File: config.mk
export PLATFORM = sky130hd
export DESIGN_NAME = card_spi_command_responder
export DESIGN_NICKNAME = d
export VERILOG_FILES = /design/src/logic/card_spi_pkg.sv /design/src/logic/card_spi_command_responder.sv
export VERILOG_INCLUDE_DIRS = /design/src /design/src/logic
export SDC_FILE = /design/constraint.sdc
export NUM_CORES = 1
export LEC_CHECK = 0
export BUFFER_PORTS_ARGS = -buffer_cell sky130_fd_sc_hd__buf_2
export CAP_MARGIN = 5
export CORE_MARGIN = 10
export CORE_UTILIZATION = 45
export DETAILED_ROUTE_END_ITERATION = 10
export SLEW_MARGIN = 15
export SYNTH_ARGS = -nofsm -noshare
export SYNTH_HDL_FRONTEND = slang
export SYNTH_SLANG_ARGS = --single-unit
File: constraint.sdc
create_clock -name pclk -period 5.3 [get_ports pclk]
set_clock_uncertainty 0.15 [all_clocks]
set_input_delay 0.265 -clock pclk [delete_from_list [all_inputs] [get_ports pclk]]
set_output_delay 0.265 -clock pclk [all_outputs]
set_load 0.005 [all_outputs]
File: src/logic/card_spi_consts.svh
// Purpose: named offsets, codes and counts of the spi card responder
// Assumes: included by bare name from the design files
// Notes: definitions only
`ifndef CARD_SPI_CONSTS_SVH
`define CARD_SPI_CONSTS_SVH
// apb byte offsets
`define A_CFG 8'h00
`define A_OPCOND 8'h04
`define A_STATUS 8'h08
`define A_ERASE_FIRST 8'h0C
`define A_ERASE_LAST 8'h10
// reset values
`define CFG_RST 32'h0000_4200
`define OPCOND_RST 32'h00FF_8000
// command indices
`define GO_IDLE_CMD 6'h00
`define INIT_CMD 6'h01
`define SEND_DATA_CMD 6'h09
`define SEND_IDENT_CMD 6'h0A
`define STATUS_QUERY_CMD 6'h0D
`define BLOCK_LENGTH_CMD 6'h10
`define READ_ONE_CMD 6'h11
`define READ_MULTI_CMD 6'h12
`define BLOCK_COUNT_CMD 6'h17
`define WRITE_ONE_CMD 6'h18
`define WRITE_MULTI_CMD 6'h19
`define CARD_DATA_PROGRAM_CMD 6'h1B
`define PROTECT_SET_CMD 6'h1C
`define PROTECT_CLEAR_CMD 6'h1D
`define PROTECT_QUERY_CMD 6'h1E
`define ERASE_START_CMD 6'h23
`define ERASE_END_CMD 6'h24
`define ERASE_CMD 6'h26
`define LOCK_CMD 6'h2A
`define OP_CONDITIONS_READ_CMD 6'h3A
`define CRC_OPTION_CMD 6'h3B
// tokens and fill bytes
`define FILL_BYTE 8'hFF
`define BUSY_BYTE 8'h00
`define START_TOKEN 8'hFE
`define MULTI_TOKEN 8'hFC
`define STOP_TOKEN 8'hFD
`define DRESP_OK 8'h05
`define DRESP_CRC 8'h0B
`define DRESP_WERR 8'h0D
// frame layout, byte counts, lock bit and crc polynomials
`define FRAME_HDR 2'h1
`define FRAME_LAST 10'h005
`define PAY_CRC_IX 10'h005
`define PAY_LAST_IX 10'h006
`define OPCOND_BYTES 3'h4
`define LOCK_BIT 2
`define CRC7_POLY 7'h09
`define CRC16_POLY 16'h1021
// busy lengths in bytes
`define BUSY_PROG 8'h04
`define BUSY_WR 8'h02
`define BUSY_ERASE 8'h08
`endif

File: src/logic/card_spi_pkg.sv
// Purpose: types shared by the spi card responder
// Assumes: nothing
// Notes: constants live in card_spi_consts.svh
package card_spi_pkg;
	// byte engine states
	typedef enum logic [2:0] {
		ST_CMD = 3'b000, ST_RESP = 3'b001, ST_BUSY = 3'b010,
		ST_TOK = 3'b011, ST_DATA = 3'b100, ST_PAY = 3'b101
	} state_e;
	// one_byte_response, bit 7 first
	typedef struct packed {
		logic zero; logic param_err; logic addr_err; logic erase_seq;
		logic crc_err; logic illegal; logic erase_rst; logic idle;
	} status_byte_s;
	// command frame body
	typedef struct packed {logic [5:0] idx; logic [31:0] arg;} cmd_s;
	// config register, software owned card_specific_data bits
	typedef struct packed {
		logic [16:0] rsvd; logic wp_support; logic write_misalign_allow;
		logic read_misalign_allow; logic [1:0] rsvd1; logic [9:0] dflt_blen;
	} cfg_s;
	// status register view
	typedef struct packed {
		logic [7:0] prog; logic [7:0] erases; logic pad; logic [1:0] erase_stage;
		logic locked; logic crc_en; logic idle; logic [9:0] blen;
	} stat_s;
	// apb request and answer
	typedef struct packed {
		logic psel; logic penable; logic pwrite; logic [7:0] paddr; logic [31:0] pwdata;
	} apb_req_s;
	typedef struct packed {logic pready; logic pslverr; logic [31:0] prdata;} apb_rsp_s;
endpackage

File: src/logic/card_spi_command_responder.sv
// Purpose: spi mode command decoder and response engine of a flash card
// Assumes: spi mode 0, sclk much slower than pclk, apb register access
// Notes: user data is counted and checked, not stored
//
// Implementation choices: register access over APB and the register addresses.
`timescale 1ns/1ns
`include "card_spi_consts.svh"
module card_spi_command_responder #(
	parameter int NGRP = 64, // protection groups
	parameter int GRP_SHIFT = 20, // log2 of protect_group_size in bytes
	parameter int MAX_BLEN = 512 // largest block length
)(
	input logic pclk, // system clock
	input logic presetn, // async reset, low
	input card_spi_pkg::apb_req_s apb_req, // apb request
	output card_spi_pkg::apb_rsp_s apb_rsp, // apb answer
	input logic sclk, // spi clock pin
	input logic cs_n, // chip select pin
	input logic mosi, // host to card
	output logic miso, // card to host
	output logic miso_oe_n // miso enable, low drives
);
	import card_spi_pkg::*;

	localparam int GW = $clog2(NGRP); // group index width
	localparam logic [32:0] CAP = 33'(NGRP) << GRP_SHIFT; // capacity in bytes

	////////////////////////////////////////////////////////////////
	// crc helpers
	function automatic logic [6:0] crc7_b(input logic [6:0] c, input logic [7:0] d);
		logic fb;
		for (int i = 7; i >= 0; i--) begin
			fb = c[6] ^ d[i];
			c = {c[5:0], 1'b0} ^ (fb ? `CRC7_POLY : 7'h00);
		end
		return c;
	endfunction

	function automatic logic [15:0] crc16_b(input logic [15:0] c, input logic [7:0] d);
		logic fb;
		for (int i = 7; i >= 0; i--) begin
			fb = c[15] ^ d[i];
			c = {c[14:0], 1'b0} ^ (fb ? `CRC16_POLY : 16'h0000);
		end
		return c;
	endfunction

	////////////////////////////////////////////////////////////////
	// pin synchronisers, first stage read only by second
	logic [2:0] sck_q; // two sync stages plus previous
	logic [1:0] cs_q; // chip select sync
	logic [1:0] mo_q; // mosi sync

	always_ff @(posedge pclk or negedge presetn) begin
		if (!presetn) begin
			sck_q <= '0;
			cs_q <= '1;
			mo_q <= '1;
		end else begin
			sck_q <= {sck_q[1:0], sclk};
			cs_q <= {cs_q[0], cs_n};
			mo_q <= {mo_q[0], mosi};
		end
	end

	logic rise, fall, sel; // sclk edges, selected
	assign rise = sck_q[1] & ~sck_q[2];
	assign fall = ~sck_q[1] & sck_q[2];
	assign sel = ~cs_q[1];

	////////////////////////////////////////////////////////////////
	// apb registers
	apb_rsp_s rsp_q, rsp_d; // registered answer
	cfg_s cfg_q, cfg_d; // card_specific_data bits
	logic [31:0] opcond_q, opcond_d; // op_conditions_reg
	stat_s stat; // status view
	logic [31:0] erf_q, erl_q; // erase range, core owned
	logic setup, acc; // apb phases

	assign setup = apb_req.psel & ~apb_req.penable;
	assign acc = apb_req.psel & apb_req.penable & rsp_q.pready;

	// answer in the cycle after setup, so access is one cycle long
	always_comb begin
		rsp_d = '0;
		cfg_d = cfg_q;
		opcond_d = opcond_q;
		rsp_d.pready = setup;
		if (setup) begin
			case (apb_req.paddr)
				`A_CFG: rsp_d.prdata = cfg_q;
				`A_OPCOND: rsp_d.prdata = opcond_q;
				`A_STATUS: rsp_d.prdata = stat;
				`A_ERASE_FIRST: rsp_d.prdata = erf_q;
				`A_ERASE_LAST: rsp_d.prdata = erl_q;
				default: rsp_d.pslverr = 1'b1; // unmapped
			endcase
		end
		// writes only at the sampled access edge
		if (acc && apb_req.pwrite) begin
			if (apb_req.paddr == `A_CFG) cfg_d = apb_req.pwdata;
			if (apb_req.paddr == `A_OPCOND) opcond_d = apb_req.pwdata;
		end
	end

	always_ff @(posedge pclk or negedge presetn) begin
		if (!presetn) begin
			rsp_q <= '0;
			cfg_q <= `CFG_RST;
			opcond_q <= `OPCOND_RST;
		end else begin
			rsp_q <= rsp_d;
			cfg_q <= cfg_d;
			opcond_q <= opcond_d;
		end
	end
	assign apb_rsp = rsp_q;

	////////////////////////////////////////////////////////////////
	// core state
	state_e st_q, st_d, aft_q, aft_d, back_q, back_d; // state, after answer, after busy
	logic [2:0] bitc_q, bitc_d; // bit in byte
	logic [7:0] rxsh_q, rxsh_d, txsh_q, txsh_d, nxt_q, nxt_d; // shifters, next byte
	logic ld_q, ld_d; // load next byte at fall
	logic [9:0] cnt_q, cnt_d; // byte index
	logic [39:0] frm_q, frm_d; // frame so far
	logic [6:0] crc7_q, crc7_d; // frame crc
	logic [15:0] crc16_q, crc16_d; // data crc
	logic [31:0] buf_q, buf_d; // answer tail or payload
	logic [2:0] rem_q, rem_d; // answer bytes left
	logic [7:0] busy_q, busy_d; // busy bytes left
	logic idle_q, idle_d, crc_en_q, crc_en_d, locked_q, locked_d;
	logic [1:0] erstg_q, erstg_d; // erase tagging stage
	logic [31:0] erf_d, erl_d, addr_q, addr_d; // erase range, write address
	logic [7:0] ercnt_q, ercnt_d, prog_q, prog_d, lockop_q, lockop_d;
	logic [9:0] blen_q, blen_d, blen; // chosen and effective length
	logic bset_q, bset_d; // length chosen
	logic [15:0] bcnt_q, bcnt_d, left_q, left_d; // preset and remaining blocks
	logic multi_q, multi_d, lock_q, lock_d; // write kind
	logic [NGRP-1:0] wp_q, wp_d; // protection bits
	logic miso_q, miso_d, oe_q, oe_d; // pin flops

	////////////////////////////////////////////////////////////////
	// frame decode helpers
	logic [7:0] b; // byte just completed
	logic rx_done, done, crc_bad, legal, mis, blen_ok, wp_hit, dok;
	logic [47:0] f; // whole frame
	cmd_s cmd;
	logic [31:0] grp, grp_a, pay, g;
	status_byte_s fl; // flags of this answer

	assign b = {rxsh_q[6:0], mo_q[1]};
	assign rx_done = rise & sel & (&bitc_q);
	assign f = {frm_q, b};
	assign cmd = f[45:8];
	assign done = rx_done && st_q == ST_CMD && cnt_q == `FRAME_LAST;
	assign blen = bset_q ? blen_q : cfg_q.dflt_blen;
	// bad end bit counts as a frame crc failure
	assign crc_bad = (crc_en_q && f[7:1] != crc7_q) || !f[0];
	assign grp = cmd.arg >> GRP_SHIFT;
	assign grp_a = addr_q >> GRP_SHIFT;
	assign mis = |(cmd.arg[9:0] & (blen - 10'h001));
	assign blen_ok = cmd.arg != '0 && cmd.arg <= MAX_BLEN && (cmd.arg & (cmd.arg - 32'h0000_0001)) == '0;
	assign wp_hit = grp_a < NGRP && wp_q[grp_a[GW-1:0]];
	assign stat = {prog_q, ercnt_q, 1'b0, erstg_q, locked_q, crc_en_q, idle_q, blen};

	// supported codes; protection needs the feature
	always_comb begin
		case (cmd.idx)
			`GO_IDLE_CMD, `INIT_CMD, `SEND_DATA_CMD, `SEND_IDENT_CMD, `STATUS_QUERY_CMD,
			`BLOCK_LENGTH_CMD, `READ_ONE_CMD, `READ_MULTI_CMD, `BLOCK_COUNT_CMD,
			`WRITE_ONE_CMD, `WRITE_MULTI_CMD, `CARD_DATA_PROGRAM_CMD, `ERASE_START_CMD,
			`ERASE_END_CMD, `ERASE_CMD, `LOCK_CMD, `OP_CONDITIONS_READ_CMD,
			`CRC_OPTION_CMD: legal = 1'b1;
			`PROTECT_SET_CMD, `PROTECT_CLEAR_CMD, `PROTECT_QUERY_CMD: legal = cfg_q.wp_support;
			default: legal = 1'b0;
		endcase
	end

	// protection query payload, first group in bit 0
	always_comb begin
		pay = '0;
		g = '0;
		for (int i = 0; i < 32; i++) begin
			g = grp + 32'(i);
			pay[i] = (g < NGRP) ? wp_q[g[GW-1:0]] : 1'b0;
		end
	end

	////////////////////////////////////////////////////////////////
	// byte engine and command interpreter
	always_comb begin
		st_d = st_q; aft_d = aft_q; back_d = back_q; bitc_d = bitc_q;
		rxsh_d = rxsh_q; txsh_d = txsh_q; nxt_d = nxt_q; ld_d = ld_q;
		cnt_d = cnt_q; frm_d = frm_q; crc7_d = crc7_q; crc16_d = crc16_q;
		buf_d = buf_q; rem_d = rem_q; busy_d = busy_q; idle_d = idle_q;
		crc_en_d = crc_en_q; locked_d = locked_q; erstg_d = erstg_q;
		erf_d = erf_q; erl_d = erl_q; addr_d = addr_q; ercnt_d = ercnt_q;
		prog_d = prog_q; lockop_d = lockop_q; blen_d = blen_q; bset_d = bset_q;
		bcnt_d = bcnt_q; left_d = left_q; multi_d = multi_q; lock_d = lock_q;
		wp_d = wp_q; fl = '0; dok = 1'b0;
		// bit level, out on fall, in on rise
		if (!sel) begin
			bitc_d = '0;
			ld_d = 1'b0;
			txsh_d = `FILL_BYTE;
			if (st_q == ST_CMD) cnt_d = '0; // deselect drops a partial frame
		end else if (rise) begin
			rxsh_d = b;
			bitc_d = bitc_q + 3'h1;
		end else if (fall) begin
			if (ld_q) begin
				txsh_d = nxt_q;
				ld_d = 1'b0;
			end else begin
				txsh_d = {txsh_q[6:0], 1'b1};
			end
		end
		if (rx_done) begin
			ld_d = 1'b1;
			nxt_d = `FILL_BYTE;
			case (st_q)
				// hunt for start and transmission bits, then five more bytes
				ST_CMD: begin
					if (cnt_q != '0 || b[7:6] == `FRAME_HDR) begin
						frm_d = f[39:0];
						cnt_d = cnt_q + 10'h001;
						crc7_d = crc7_b((cnt_q == '0) ? 7'h00 : crc7_q, b);
					end
					if (done) begin
						cnt_d = '0;
						st_d = ST_RESP;
						aft_d = ST_CMD;
						back_d = ST_CMD;
						rem_d = '0;
						if (crc_bad) begin
							fl.crc_err = 1'b1;
						end else if (!legal) begin
							fl.illegal = 1'b1;
						end else begin
							// any other command drops a pending erase
							if (erstg_q != 2'h0 && cmd.idx != `ERASE_START_CMD &&
								cmd.idx != `ERASE_END_CMD && cmd.idx != `ERASE_CMD) begin
								fl.erase_rst = 1'b1;
								erstg_d = 2'h0;
							end
							case (cmd.idx)
								`GO_IDLE_CMD: begin
									idle_d = 1'b1;
									bset_d = 1'b0;
									bcnt_d = '0;
								end
								`INIT_CMD: idle_d = 1'b0; // initialisation done at once
								`BLOCK_LENGTH_CMD: begin
									if (!blen_ok) fl.param_err = 1'b1;
									else begin
										blen_d = cmd.arg[9:0];
										bset_d = 1'b1;
									end
								end
								`BLOCK_COUNT_CMD: begin
									if (|cmd.arg[31:16]) fl.param_err = 1'b1;
									else bcnt_d = cmd.arg[15:0];
								end
								`READ_ONE_CMD, `READ_MULTI_CMD: begin
									if ({1'b0, cmd.arg} >= CAP) fl.param_err = 1'b1;
									else if (mis && !cfg_q.read_misalign_allow) fl.addr_err = 1'b1;
								end
								`WRITE_ONE_CMD, `WRITE_MULTI_CMD: begin
									if ({1'b0, cmd.arg} >= CAP) fl.param_err = 1'b1;
									else if (mis && !cfg_q.write_misalign_allow) fl.addr_err = 1'b1;
									else begin
										aft_d = ST_TOK;
										multi_d = cmd.idx == `WRITE_MULTI_CMD;
										lock_d = 1'b0;
										addr_d = cmd.arg;
										left_d = (cmd.idx == `WRITE_MULTI_CMD) ? bcnt_q : 16'h0001;
										bcnt_d = '0;
									end
								end
								`LOCK_CMD: begin
									aft_d = ST_TOK;
									multi_d = 1'b0;
									lock_d = 1'b1;
									left_d = 16'h0001;
								end
								`CARD_DATA_PROGRAM_CMD: begin
									prog_d = prog_q + 8'h01;
									aft_d = ST_BUSY;
									busy_d = `BUSY_PROG;
								end
								`PROTECT_SET_CMD, `PROTECT_CLEAR_CMD: begin
									if (grp >= NGRP) fl.param_err = 1'b1;
									else begin
										wp_d[grp[GW-1:0]] = cmd.idx == `PROTECT_SET_CMD;
										aft_d = ST_BUSY;
										busy_d = `BUSY_PROG;
									end
								end
								`PROTECT_QUERY_CMD: begin
									aft_d = ST_PAY;
									buf_d = pay;
								end
								`ERASE_START_CMD: begin
									erf_d = cmd.arg;
									erstg_d = 2'h1;
								end
								`ERASE_END_CMD: begin
									if (erstg_q != 2'h1) begin
										fl.erase_seq = 1'b1;
										erstg_d = 2'h0;
									end else begin
										erl_d = cmd.arg;
										erstg_d = 2'h2;
									end
								end
								`ERASE_CMD: begin
									erstg_d = 2'h0;
									if (erstg_q != 2'h2) fl.erase_seq = 1'b1;
									else begin
										ercnt_d = ercnt_q + 8'h01;
										aft_d = ST_BUSY;
										busy_d = `BUSY_ERASE;
									end
								end
								`OP_CONDITIONS_READ_CMD: begin
									rem_d = `OPCOND_BYTES;
									buf_d = opcond_q;
								end
								`CRC_OPTION_CMD: crc_en_d = cmd.arg[0];
								default: ; // answered with the status byte only
							endcase
						end
						fl.idle = idle_d;
						fl.zero = 1'b0;
						nxt_d = fl;
					end
				end
				// remaining answer bytes, then busy or next phase
				ST_RESP: begin
					if (rem_q != '0) begin
						nxt_d = buf_q[31:24];
						buf_d = {buf_q[23:0], 8'h00};
						rem_d = rem_q - 3'h1;
					end else begin
						st_d = aft_q;
						if (aft_q == ST_BUSY) begin
							nxt_d = `BUSY_BYTE;
							busy_d = busy_q - 8'h01;
						end
					end
				end
				// zero bytes while busy, fill byte when done
				ST_BUSY: begin
					if (busy_q != '0) begin
						nxt_d = `BUSY_BYTE;
						busy_d = busy_q - 8'h01;
					end else begin
						st_d = back_q;
					end
				end
				// wait for a data token or the stop token
				ST_TOK: begin
					if (multi_q && b == `STOP_TOKEN) begin
						st_d = ST_BUSY;
						busy_d = `BUSY_WR;
						back_d = ST_CMD;
					end else if (b == (multi_q ? `MULTI_TOKEN : `START_TOKEN)) begin
						st_d = ST_DATA;
						cnt_d = '0;
						crc16_d = '0;
					end
				end
				// block plus crc; good crc leaves a zero residue
				ST_DATA: begin
					crc16_d = crc16_b(crc16_q, b);
					cnt_d = cnt_q + 10'h001;
					if (cnt_q == '0) lockop_d = b;
					if (cnt_q == blen + 10'h001) begin
						dok = crc16_d == '0 || !crc_en_q;
						if (!dok) nxt_d = `DRESP_CRC;
						else if (!lock_q && wp_hit) nxt_d = `DRESP_WERR;
						else nxt_d = `DRESP_OK;
						if (dok && lock_q) locked_d = lockop_q[`LOCK_BIT];
						st_d = ST_BUSY;
						busy_d = `BUSY_WR;
						addr_d = addr_q + 32'(blen);
						if (left_q == 16'h0001) back_d = ST_CMD;
						else begin
							back_d = ST_TOK;
							if (left_q != '0) left_d = left_q - 16'h0001;
						end
					end
				end
				// token, four payload bytes, two crc bytes
				ST_PAY: begin
					cnt_d = cnt_q + 10'h001;
					if (cnt_q == '0) begin
						nxt_d = `START_TOKEN;
						crc16_d = '0;
					end else if (cnt_q < `PAY_CRC_IX) begin
						nxt_d = buf_q[31:24];
						buf_d = {buf_q[23:0], 8'h00};
						crc16_d = crc16_b(crc16_q, buf_q[31:24]);
					end else if (cnt_q == `PAY_CRC_IX) begin
						nxt_d = crc16_q[15:8];
					end else begin
						nxt_d = crc16_q[7:0];
						st_d = ST_CMD;
						cnt_d = '0;
					end
				end
				default: st_d = ST_CMD;
			endcase
		end
		miso_d = txsh_d[7];
		oe_d = cs_q[1];
	end

	always_ff @(posedge pclk or negedge presetn) begin
		if (!presetn) begin
			st_q <= ST_CMD; aft_q <= ST_CMD; back_q <= ST_CMD; bitc_q <= '0;
			rxsh_q <= '0; txsh_q <= `FILL_BYTE; nxt_q <= `FILL_BYTE; ld_q <= 1'b0;
			cnt_q <= '0; frm_q <= '0; crc7_q <= '0; crc16_q <= '0; buf_q <= '0;
			rem_q <= '0; busy_q <= '0; idle_q <= 1'b1; crc_en_q <= 1'b0;
			locked_q <= 1'b0; erstg_q <= '0; erf_q <= '0; erl_q <= '0; addr_q <= '0;
			ercnt_q <= '0; prog_q <= '0; lockop_q <= '0; blen_q <= '0; bset_q <= 1'b0;
			bcnt_q <= '0; left_q <= '0; multi_q <= 1'b0; lock_q <= 1'b0; wp_q <= '0;
			miso_q <= 1'b1; oe_q <= 1'b1;
		end else begin
			st_q <= st_d; aft_q <= aft_d; back_q <= back_d; bitc_q <= bitc_d;
			rxsh_q <= rxsh_d; txsh_q <= txsh_d; nxt_q <= nxt_d; ld_q <= ld_d;
			cnt_q <= cnt_d; frm_q <= frm_d; crc7_q <= crc7_d; crc16_q <= crc16_d; buf_q <= buf_d;
			rem_q <= rem_d; busy_q <= busy_d; idle_q <= idle_d; crc_en_q <= crc_en_d;
			locked_q <= locked_d; erstg_q <= erstg_d; erf_q <= erf_d; erl_q <= erl_d; addr_q <= addr_d;
			ercnt_q <= ercnt_d; prog_q <= prog_d; lockop_q <= lockop_d; blen_q <= blen_d; bset_q <= bset_d;
			bcnt_q <= bcnt_d; left_q <= left_d; multi_q <= multi_d; lock_q <= lock_d; wp_q <= wp_d;
			miso_q <= miso_d; oe_q <= oe_d;
		end
	end
	assign miso = miso_q;
	assign miso_oe_n = oe_q;

	////////////////////////////////////////////////////////////////
	// checks
	a_resp_msb: assert property (@(posedge pclk) disable iff (!presetn)
		done |=> !nxt_q[7] && st_q == ST_RESP) else $error("answer msb not zero");
	a_crc_option: assert property (@(posedge pclk) disable iff (!presetn)
		done && !crc_bad && cmd.idx == `CRC_OPTION_CMD |=> crc_en_q == $past(f[8]))
		else $error("crc option not applied");
	a_illegal_flag: assert property (@(posedge pclk) disable iff (!presetn)
		done && !crc_bad && !legal |=> nxt_q == 8'h04 || nxt_q == 8'h05) else $error("illegal not flagged");
	a_crc_flag: assert property (@(posedge pclk) disable iff (!presetn)
		done && crc_bad |=> nxt_q[3] && $stable(wp_q)) else $error("crc error not flagged");
	a_busy_zero: assert property (@(posedge pclk) disable iff (!presetn)
		rx_done && st_q == ST_BUSY && busy_q != '0 |=> nxt_q == `BUSY_BYTE) else $error("busy not zero");
	a_msb_first: assert property (@(posedge pclk) disable iff (!presetn)
		fall && sel && !ld_q |=> miso_q == $past(txsh_q[6])) else $error("bit order wrong");
	a_erase_order: assert property (@(posedge pclk) disable iff (!presetn)
		done && !crc_bad && cmd.idx == `ERASE_CMD && erstg_q != 2'h2 |=> nxt_q[4] && erstg_q == 2'h0)
		else $error("erase order not flagged");
	a_data_resp: assert property (@(posedge pclk) disable iff (!presetn)
		rx_done && st_q == ST_DATA && cnt_q == blen + 10'h001 |=>
		(nxt_q == `DRESP_OK || nxt_q == `DRESP_CRC || nxt_q == `DRESP_WERR) && st_q == ST_BUSY)
		else $error("data response bad");
	a_default_len: assert property (@(posedge pclk) disable iff (!presetn)
		done && !crc_bad && cmd.idx == `GO_IDLE_CMD |=> blen == cfg_q.dflt_blen && idle_q)
		else $error("default length not used");
endmodule // card_spi_command_responder

==> impl_metrics.toml, run 1 <==
[power_and_ir_drop]
irDropWorstVdd_v = 0.0002502
powerDensity_mw_per_mm2 = 228.7
p_int_mw = 6.350
p_comb_frac = 0.062
p_sw_mw = 2.005
power_frac_clock = 0.488
p_total_mw = 8.355
power_leakage_nw = 15.61
seqPwrFrac = 0.450
swShare = 0.2399

[clocking]
clk_path_buf_depth = 3
cts.sinks = 481
cts_buffers = 55
clk_latency_ps = 640
cts.clk_slew.worst_paths_ps = 60
cts_tree = "yes"
cts-htree-levels = 2
root_buffer = "clkbuf_16"

[min_path]
worstHoldStart = "sclk"
min_path_cells = 2
hp-class = "in2reg"
hold_end = "sck_q[0]$_DFF_PN0_"

[sta]
holdWs_ps = 132.2
min_period_over_period = 0.8096
final_hold_viol_count = 0
fin_setup_tns_ps = 0
worst-slew-pin-transition_ps = 1343
rsz0062_at_grt = "false"
max_freq_mhz = 233.0
maxSlewViolCount = 0
relSlewSlack = 0.1014
fin_crit_ps = 4291
worst_slack_ps = 1009
setup_viol = 0

[final_layout]
finalInstanceArea_mm2 = 0.03653
area_growth_pct = 11.20
final_util = 0.5025
instances_no_fill = 4475
drive_above_1_share = 0.1619
fin_nets = 3566

[synthesis]
synth.top_cells.by_area = "dfrtp_1 34%, mux4_2 7.5%, mux2i_1 5.6%"
synth_top_area_cell = "dfrtp_1"
yosysSeqAreaShare = 0.3676
syn_avg_cell_area_um2 = 9.444
synth_compound_area_frac = 0.1557
synth_top_family_by_area = "multiplexers"
synth_simple_gate_area_frac = 0.1490
synthAdderAreaFrac = 0.01973
synth-edff-count = 0
synth.top_cell.area_share = 0.3412
ys_ff_latch = 481
syn_inst = 3479
ys_types = 94
async_flop_share = 1.000
yosys_warnings = 0
synth_flop_cell = "dfrtp_1"
synth_xor_area_frac = 0.04665
synth_nets = 3575
synthMuxAreaShare = 0.2166
synth_area_mm2 = 0.03285

[worst_setup_path]
cp_max_fo = 13
cpMaxStageDelayCell = "or4_1"
r2r-end = "wp_q[16]$_DFFE_PN0P_"
cp_data_required_time_ps = 5670
worst_setup_path_start_kind = "flip-flop"
r2r_start = "cnt_q[6]$_DFF_PN0_"
reg2reg_depth = 9
max_stage_delay_ps = 590
crit_arrival_ps = 4660
cp_cell_sequence = "or4_1 > or4_1 > buf_4 > or3_1 > or2_1 > nor3_2 > and2_1 > nand2_1 > mux2_1"
crit_path_frequent_cell = "or4_1"
reg2reg_slack_ps = 1010
cp-end-kind = "flip-flop"
crit_type = "reg2reg"

[drt]
drt-total-wl_mm = 112.4
drc_errors = 0
drtPass1Iterations = 5
via_per_inst = 6.340
antenna_left = 0
vias = 28373
drt_iter0_drc = 3219
wire_per_inst_um = 25.12

[floorplanning]
rows = 99
start_util = 0.4518
coreArea_mm2 = 0.07271
dieArea_mm2 = 0.08422
die_y_um = 290.2
ios = 84
die_w_um = 290.2

[placed_design]
dp_slack_ps = 1066
dp_cells = 4330
io_buffer_count = 83
place_area_mm2 = 0.03418
dp_hpwl_mm = 80.31
place_congestion = 0.9934

[global_route]
first_global_vias = 27217
grt_use_met3 = 0.03397
grt.busiest_layer = "met2"
antenna_found_initial = 7
use_met1 = 0.3555
grt_util_met2 = 0.4040
grt_pass1_wl_mm = 172.2
track_usage = 0.2581
grt_max_degree = 140
gr-total-overflow = 0

[job]
maxCapViolations = 0

[status]
outcome = "finished, final reports clean"
==> final cells by class <==
type / instances / area [um2]
clock buffer: 82 / 1568
multi-input combinational: 2629 / 19420
inverter: 87 / 326.6
timing repair buffer: 216 / 1567
tap: 959 / 1200
sequential: 481 / 12080
fill: 6757 / 36180
clock inverter: 20 / 364.1
antenna: 1 / 2.502
==> critical path, delay by kind of cell (launching register included) <==
family,cells,cell delay (ps)
multiplexers,1,360
flip-flops,1,430
buffers and inverters,1,230
AND/OR/NAND/NOR,7,3000
==> cell families after synthesis <==
group                      Yosys count
DFF                                481
xor gates and xnor gates           175
AOI/OAI and AO/OA                  798
adders and majority gates           52
muxes                              540
buffers and inverters              369
and+or+nand+nor                   1064
==> repair_timing <==
| action | in CTS | in global routing |
|---|---|---|
| buffers inserted | 0 | 0 |
| hold buffers | 42 | 0 |
| endpoints found under the hold margin | 158 | 0 |
| resized for setup | 0 | 0 |
==> cell usage after synthesis, types with 16 or more instances <==
cell,count
nand3_1,61
o21ai_1,58
dfstp_2,33
nand2_1,465
inv_1,84
nand2b_1,26
o21ai_0,212
mux4_2,109
a21oi_1,166
nor2_1,240
dfrtp_1,448
o22ai_1,36
xor2_1,47
o31ai_1,20
a22oi_1,21
mux2_1,131
a32oi_1,16
xnor2_1,128
and2_1,17
buf_1,37
nor3_1,57
and3_1,26
a31oi_1,34
a21o_1,21
ha_1,47
nor4_1,27
mux2_2,106
a222oi_1,33
clkbuf_1,216
a211oi_1,37
nor2b_1,24
nand4_1,41
mux2i_1,184
==> power groups by stage <==
stage,registers [mW],clock network (mW),logic [mW]
floorplan,3.78,0,0.336
global placement,3.82,0,0.489
detailed placement,3.82,0,0.493
CTS,3.76,4.15,0.520
global route,3.76,4.28,0.573
finish,3.76,4.08,0.515
==> registers in the layout, indices dropped and copies added, names as in the netlist, 16 cells and up <==
name	flops
wp_q	64
frm_q	38
apb_rsp	34
addr_q	32
buf_q	32
cfg_q	32
erf_q	32
erl_q	32
opcond_q	32
bcnt_q	16
crc16_q	16
left_q	16
==> routing by layer <==
layer,vias to the layer above,routed length [um]
li1,12672,-
met1,14173,47880
met2,1271,51510
met3,253,8042
met4,4,4939
met5,-,26
==> placed cells by master, fill, tap and decap left out, types with 34 or more instances in the layout <==
master	instances
mux2_1	131
nor3_1	56
a31oi_1	34
ha_1	47
nand2_1	464
dfrtp_1	445
clkbuf_16	55
buf_4	88
a21oi_1	166
nand3_1	61
o22ai_1	36
mux2i_1	184
xnor2_1	126
a211oi_1	37
nand4_1	41
dlygate4sd3_1	42
nor2_1	235
xor2_1	47
inv_1	84
buf_2	82
mux4_2	109
o21ai_0	212
mux2_2	106
o21ai_1	57
==> worst max-delay path by stage <==
stage,endpoint,slack [ps],startpoint,cells past startpoint
3_3_place_gp,erf_q[31]$_DFFE_PN0P_,1080,frm_q[33]$_DFFE_PN0P_,9
6_report,wp_q[16]$_DFFE_PN0P_,1010,cnt_q[6]$_DFF_PN0_,9
2_1_floorplan,buf_q[15]$_DFFE_PN0P_,850,frm_q[21]$_DFFE_PN0P_,13
4_1_cts,wp_q[16]$_DFFE_PN0P_,1010,cnt_q[6]$_DFF_PN0_,9
3_5_place_dp,wp_q[16]$_DFFE_PN0P_,1070,cnt_q[6]$_DFF_PN0_,9
5_1_grt,erf_q[24]$_DFFE_PN0P_,790,frm_q[33]$_DFFE_PN0P_,9
(Power assumes the default switching activity.)
==> inputs of run 2 (changes only) <==
==> constraint.sdc (replaced) <==
create_clock -name pclk -period 3.7 [get_ports pclk]
set_clock_uncertainty 0.15 [all_clocks]
set_input_delay 0.185 -clock pclk [delete_from_list [all_inputs] [get_ports pclk]]
set_output_delay 0.185 -clock pclk [all_outputs]
set_load 0.005 [all_outputs]
==> impl_metrics.toml, run 2 (synthesis results as in run 1) <==
[global_route]
antenna_found_initial = 0
grt_max_degree = 97
track_usage = 0.2638
first_global_vias = 27793
grt_pass1_wl_mm = 175.8
gr-total-overflow = 0

[final_layout]
area_growth_pct = 15.32
finalInstanceArea_mm2 = 0.03789
fin_nets = 3719
drive_above_1_share = 0.2005
largest_reg_flops = 64
regMostFlops = "wp_q"
final_cell_mix = "464 x nand2_1, 445 x dfrtp_1, 232 x nor2_1"
antenna_cells = 0
final_common_cell = "nand2_1"
final_util = 0.5211

[clocking]
cts_tree = "yes"
cts.sinks = 481
clk_latency_ps = 640
cts-htree-levels = 2
cts.clk_slew.worst_paths_ps = 60
cts_buffers = 55
clk_path_buf_depth = 3
root_buffer = "clkbuf_16"

[floorplanning]
ios = 84
start_util = 0.4518
die_w_um = 290.2
dieArea_mm2 = 0.08422
coreArea_mm2 = 0.07271
rows = 99
die_y_um = 290.2

[power_and_ir_drop]
power_leakage_nw = 16.44
irDropWorstVdd_v = 0.0003897
p_total_mw = 11.84
powerDensity_mw_per_mm2 = 312.6

[drt]
drtPass1Iterations = 7
drt-total-wl_mm = 114.1
vias = 28889
drt_iter0_drc = 3259
antenna_left = 0
wire_per_inst_um = 24.64
via_per_inst = 6.241
drc_errors = 0

[worst_setup_path]
reg2reg_depth = 9
r2r_start = "frm_q[3]$_DFFE_PN0P_"
cpMaxStageDelayCell = "or4_4"
cp_cell_sequence = "or4_4 > or4_4 > nor2_1 > a21oi_1 > a2111oi_0 > and4_1 > nand3_4 > nor2_8 > mux2_4"
cp-end-kind = "flip-flop"
r2r-end = "blen_q[9]$_DFFE_PN0P_"
cp_max_fo = 10
crit_start = "frm_q[3]$_DFFE_PN0P_"
reg2reg_slack_ps = 130
crit_arrival_ps = 3930
worst_setup_path_start_kind = "flip-flop"
cp-endpoint = "blen_q[9]$_DFFE_PN0P_"
max_stage_delay_ps = 610
crit_path_frequent_cell = "or4_4"
crit_type = "reg2reg"
cp_data_required_time_ps = 4060

[placed_design]
place_congestion = 0.9930
place_area_mm2 = 0.03551
io_buffer_count = 83
dp_hpwl_mm = 83.81

[sta]
maxSlewViolCount = 0
final_hold_viol_count = 0
fin_crit_ps = 3569
holdWs_ps = 22.59
max_freq_mhz = 280.2
relSlewSlack = 0.2527
worst-slew-pin-transition_ps = 1121
setup_viol = 0
min_period_over_period = 0.9645

[status]
outcome = "finished, final reports clean"

[min_path]
hp-class = "in2async"

[job]
maxCapViolations = 0
-- run 2: through the flow --
step	std cells	setup TNS [ps]	worst slack [ps]
floorplan	3479	-9.319	-9.319
global placement	4480	0	106.7
detailed placement	4480	0	71.17
CTS	4628	0	67.20
global route	4629	-0.7443	-0.7443
finish	4629	0	131.4
-- run 2: power breakdown --
| group | total [mW] | leakage, nW | switching (mW) | internal [mW] |
|---|---|---|---|---|
| Sequential | 5.34 | 6.58 | 0.0383 | 5.31 |
| Clock | 5.66 | 0.912 | 2.37 | 3.30 |
| Combinational | 0.837 | 8.95 | 0.520 | 0.316 |
-- run 2: worst min path at each step --
stage | startpoint | to | depth (start not counted)
6_report | presetn | bcnt_q[12]$_DFFE_PN0P_ | 2
5_1_grt | mosi | mo_q[0]$_DFF_PN1_ | 2
4_1_cts | mosi | mo_q[0]$_DFF_PN1_ | 2
3_5_place_dp | presetn | left_q[13]$_DFFE_PN0P_ | 1
3_3_place_gp | presetn | left_q[12]$_DFFE_PN0P_ | 1
2_1_floorplan | presetn | addr_q[0]$_DFFE_PN0P_ | 0
-- run 2: final cells by class --
| type | instances | area, um2 |
|---|---|---|
| Multi-Input combinational cell | 2629 | 19480 |
| Sequential cell | 481 | 12080 |
| Timing Repair Buffer | 369 | 2908 |
| Clock buffer | 83 | 1602 |
| Fill cell | 6686 | 34820 |
| Inverter | 87 | 326.6 |
| Clock inverter | 21 | 291.5 |
| Tap cell | 959 | 1200 |
-- run 2: metal layers --
layer  global-route usage  up-vias  part of all wire
met5                    0        -                 0
met4              0.09986        0             0.041
met3              0.03869      258             0.080
met2               0.4169     1373              0.46
met1               0.3615    14277              0.42
li1                     -    12981                 -
-- run 2: what timing repair did --
action	4_1_cts	5_1_grt
setup endpoints to repair	0	70
endpoints found under the hold margin	226	0
hold buffers	44	0
resized for setup	0	10
buffers inserted	0	1
-- run 2: worst max-delay path: cells and delay by family, from the launching register on --
family          cells  cell delay [ps]
mux                 1              330
simple gates        6             2130
compound gates      2              470
flops               1              380
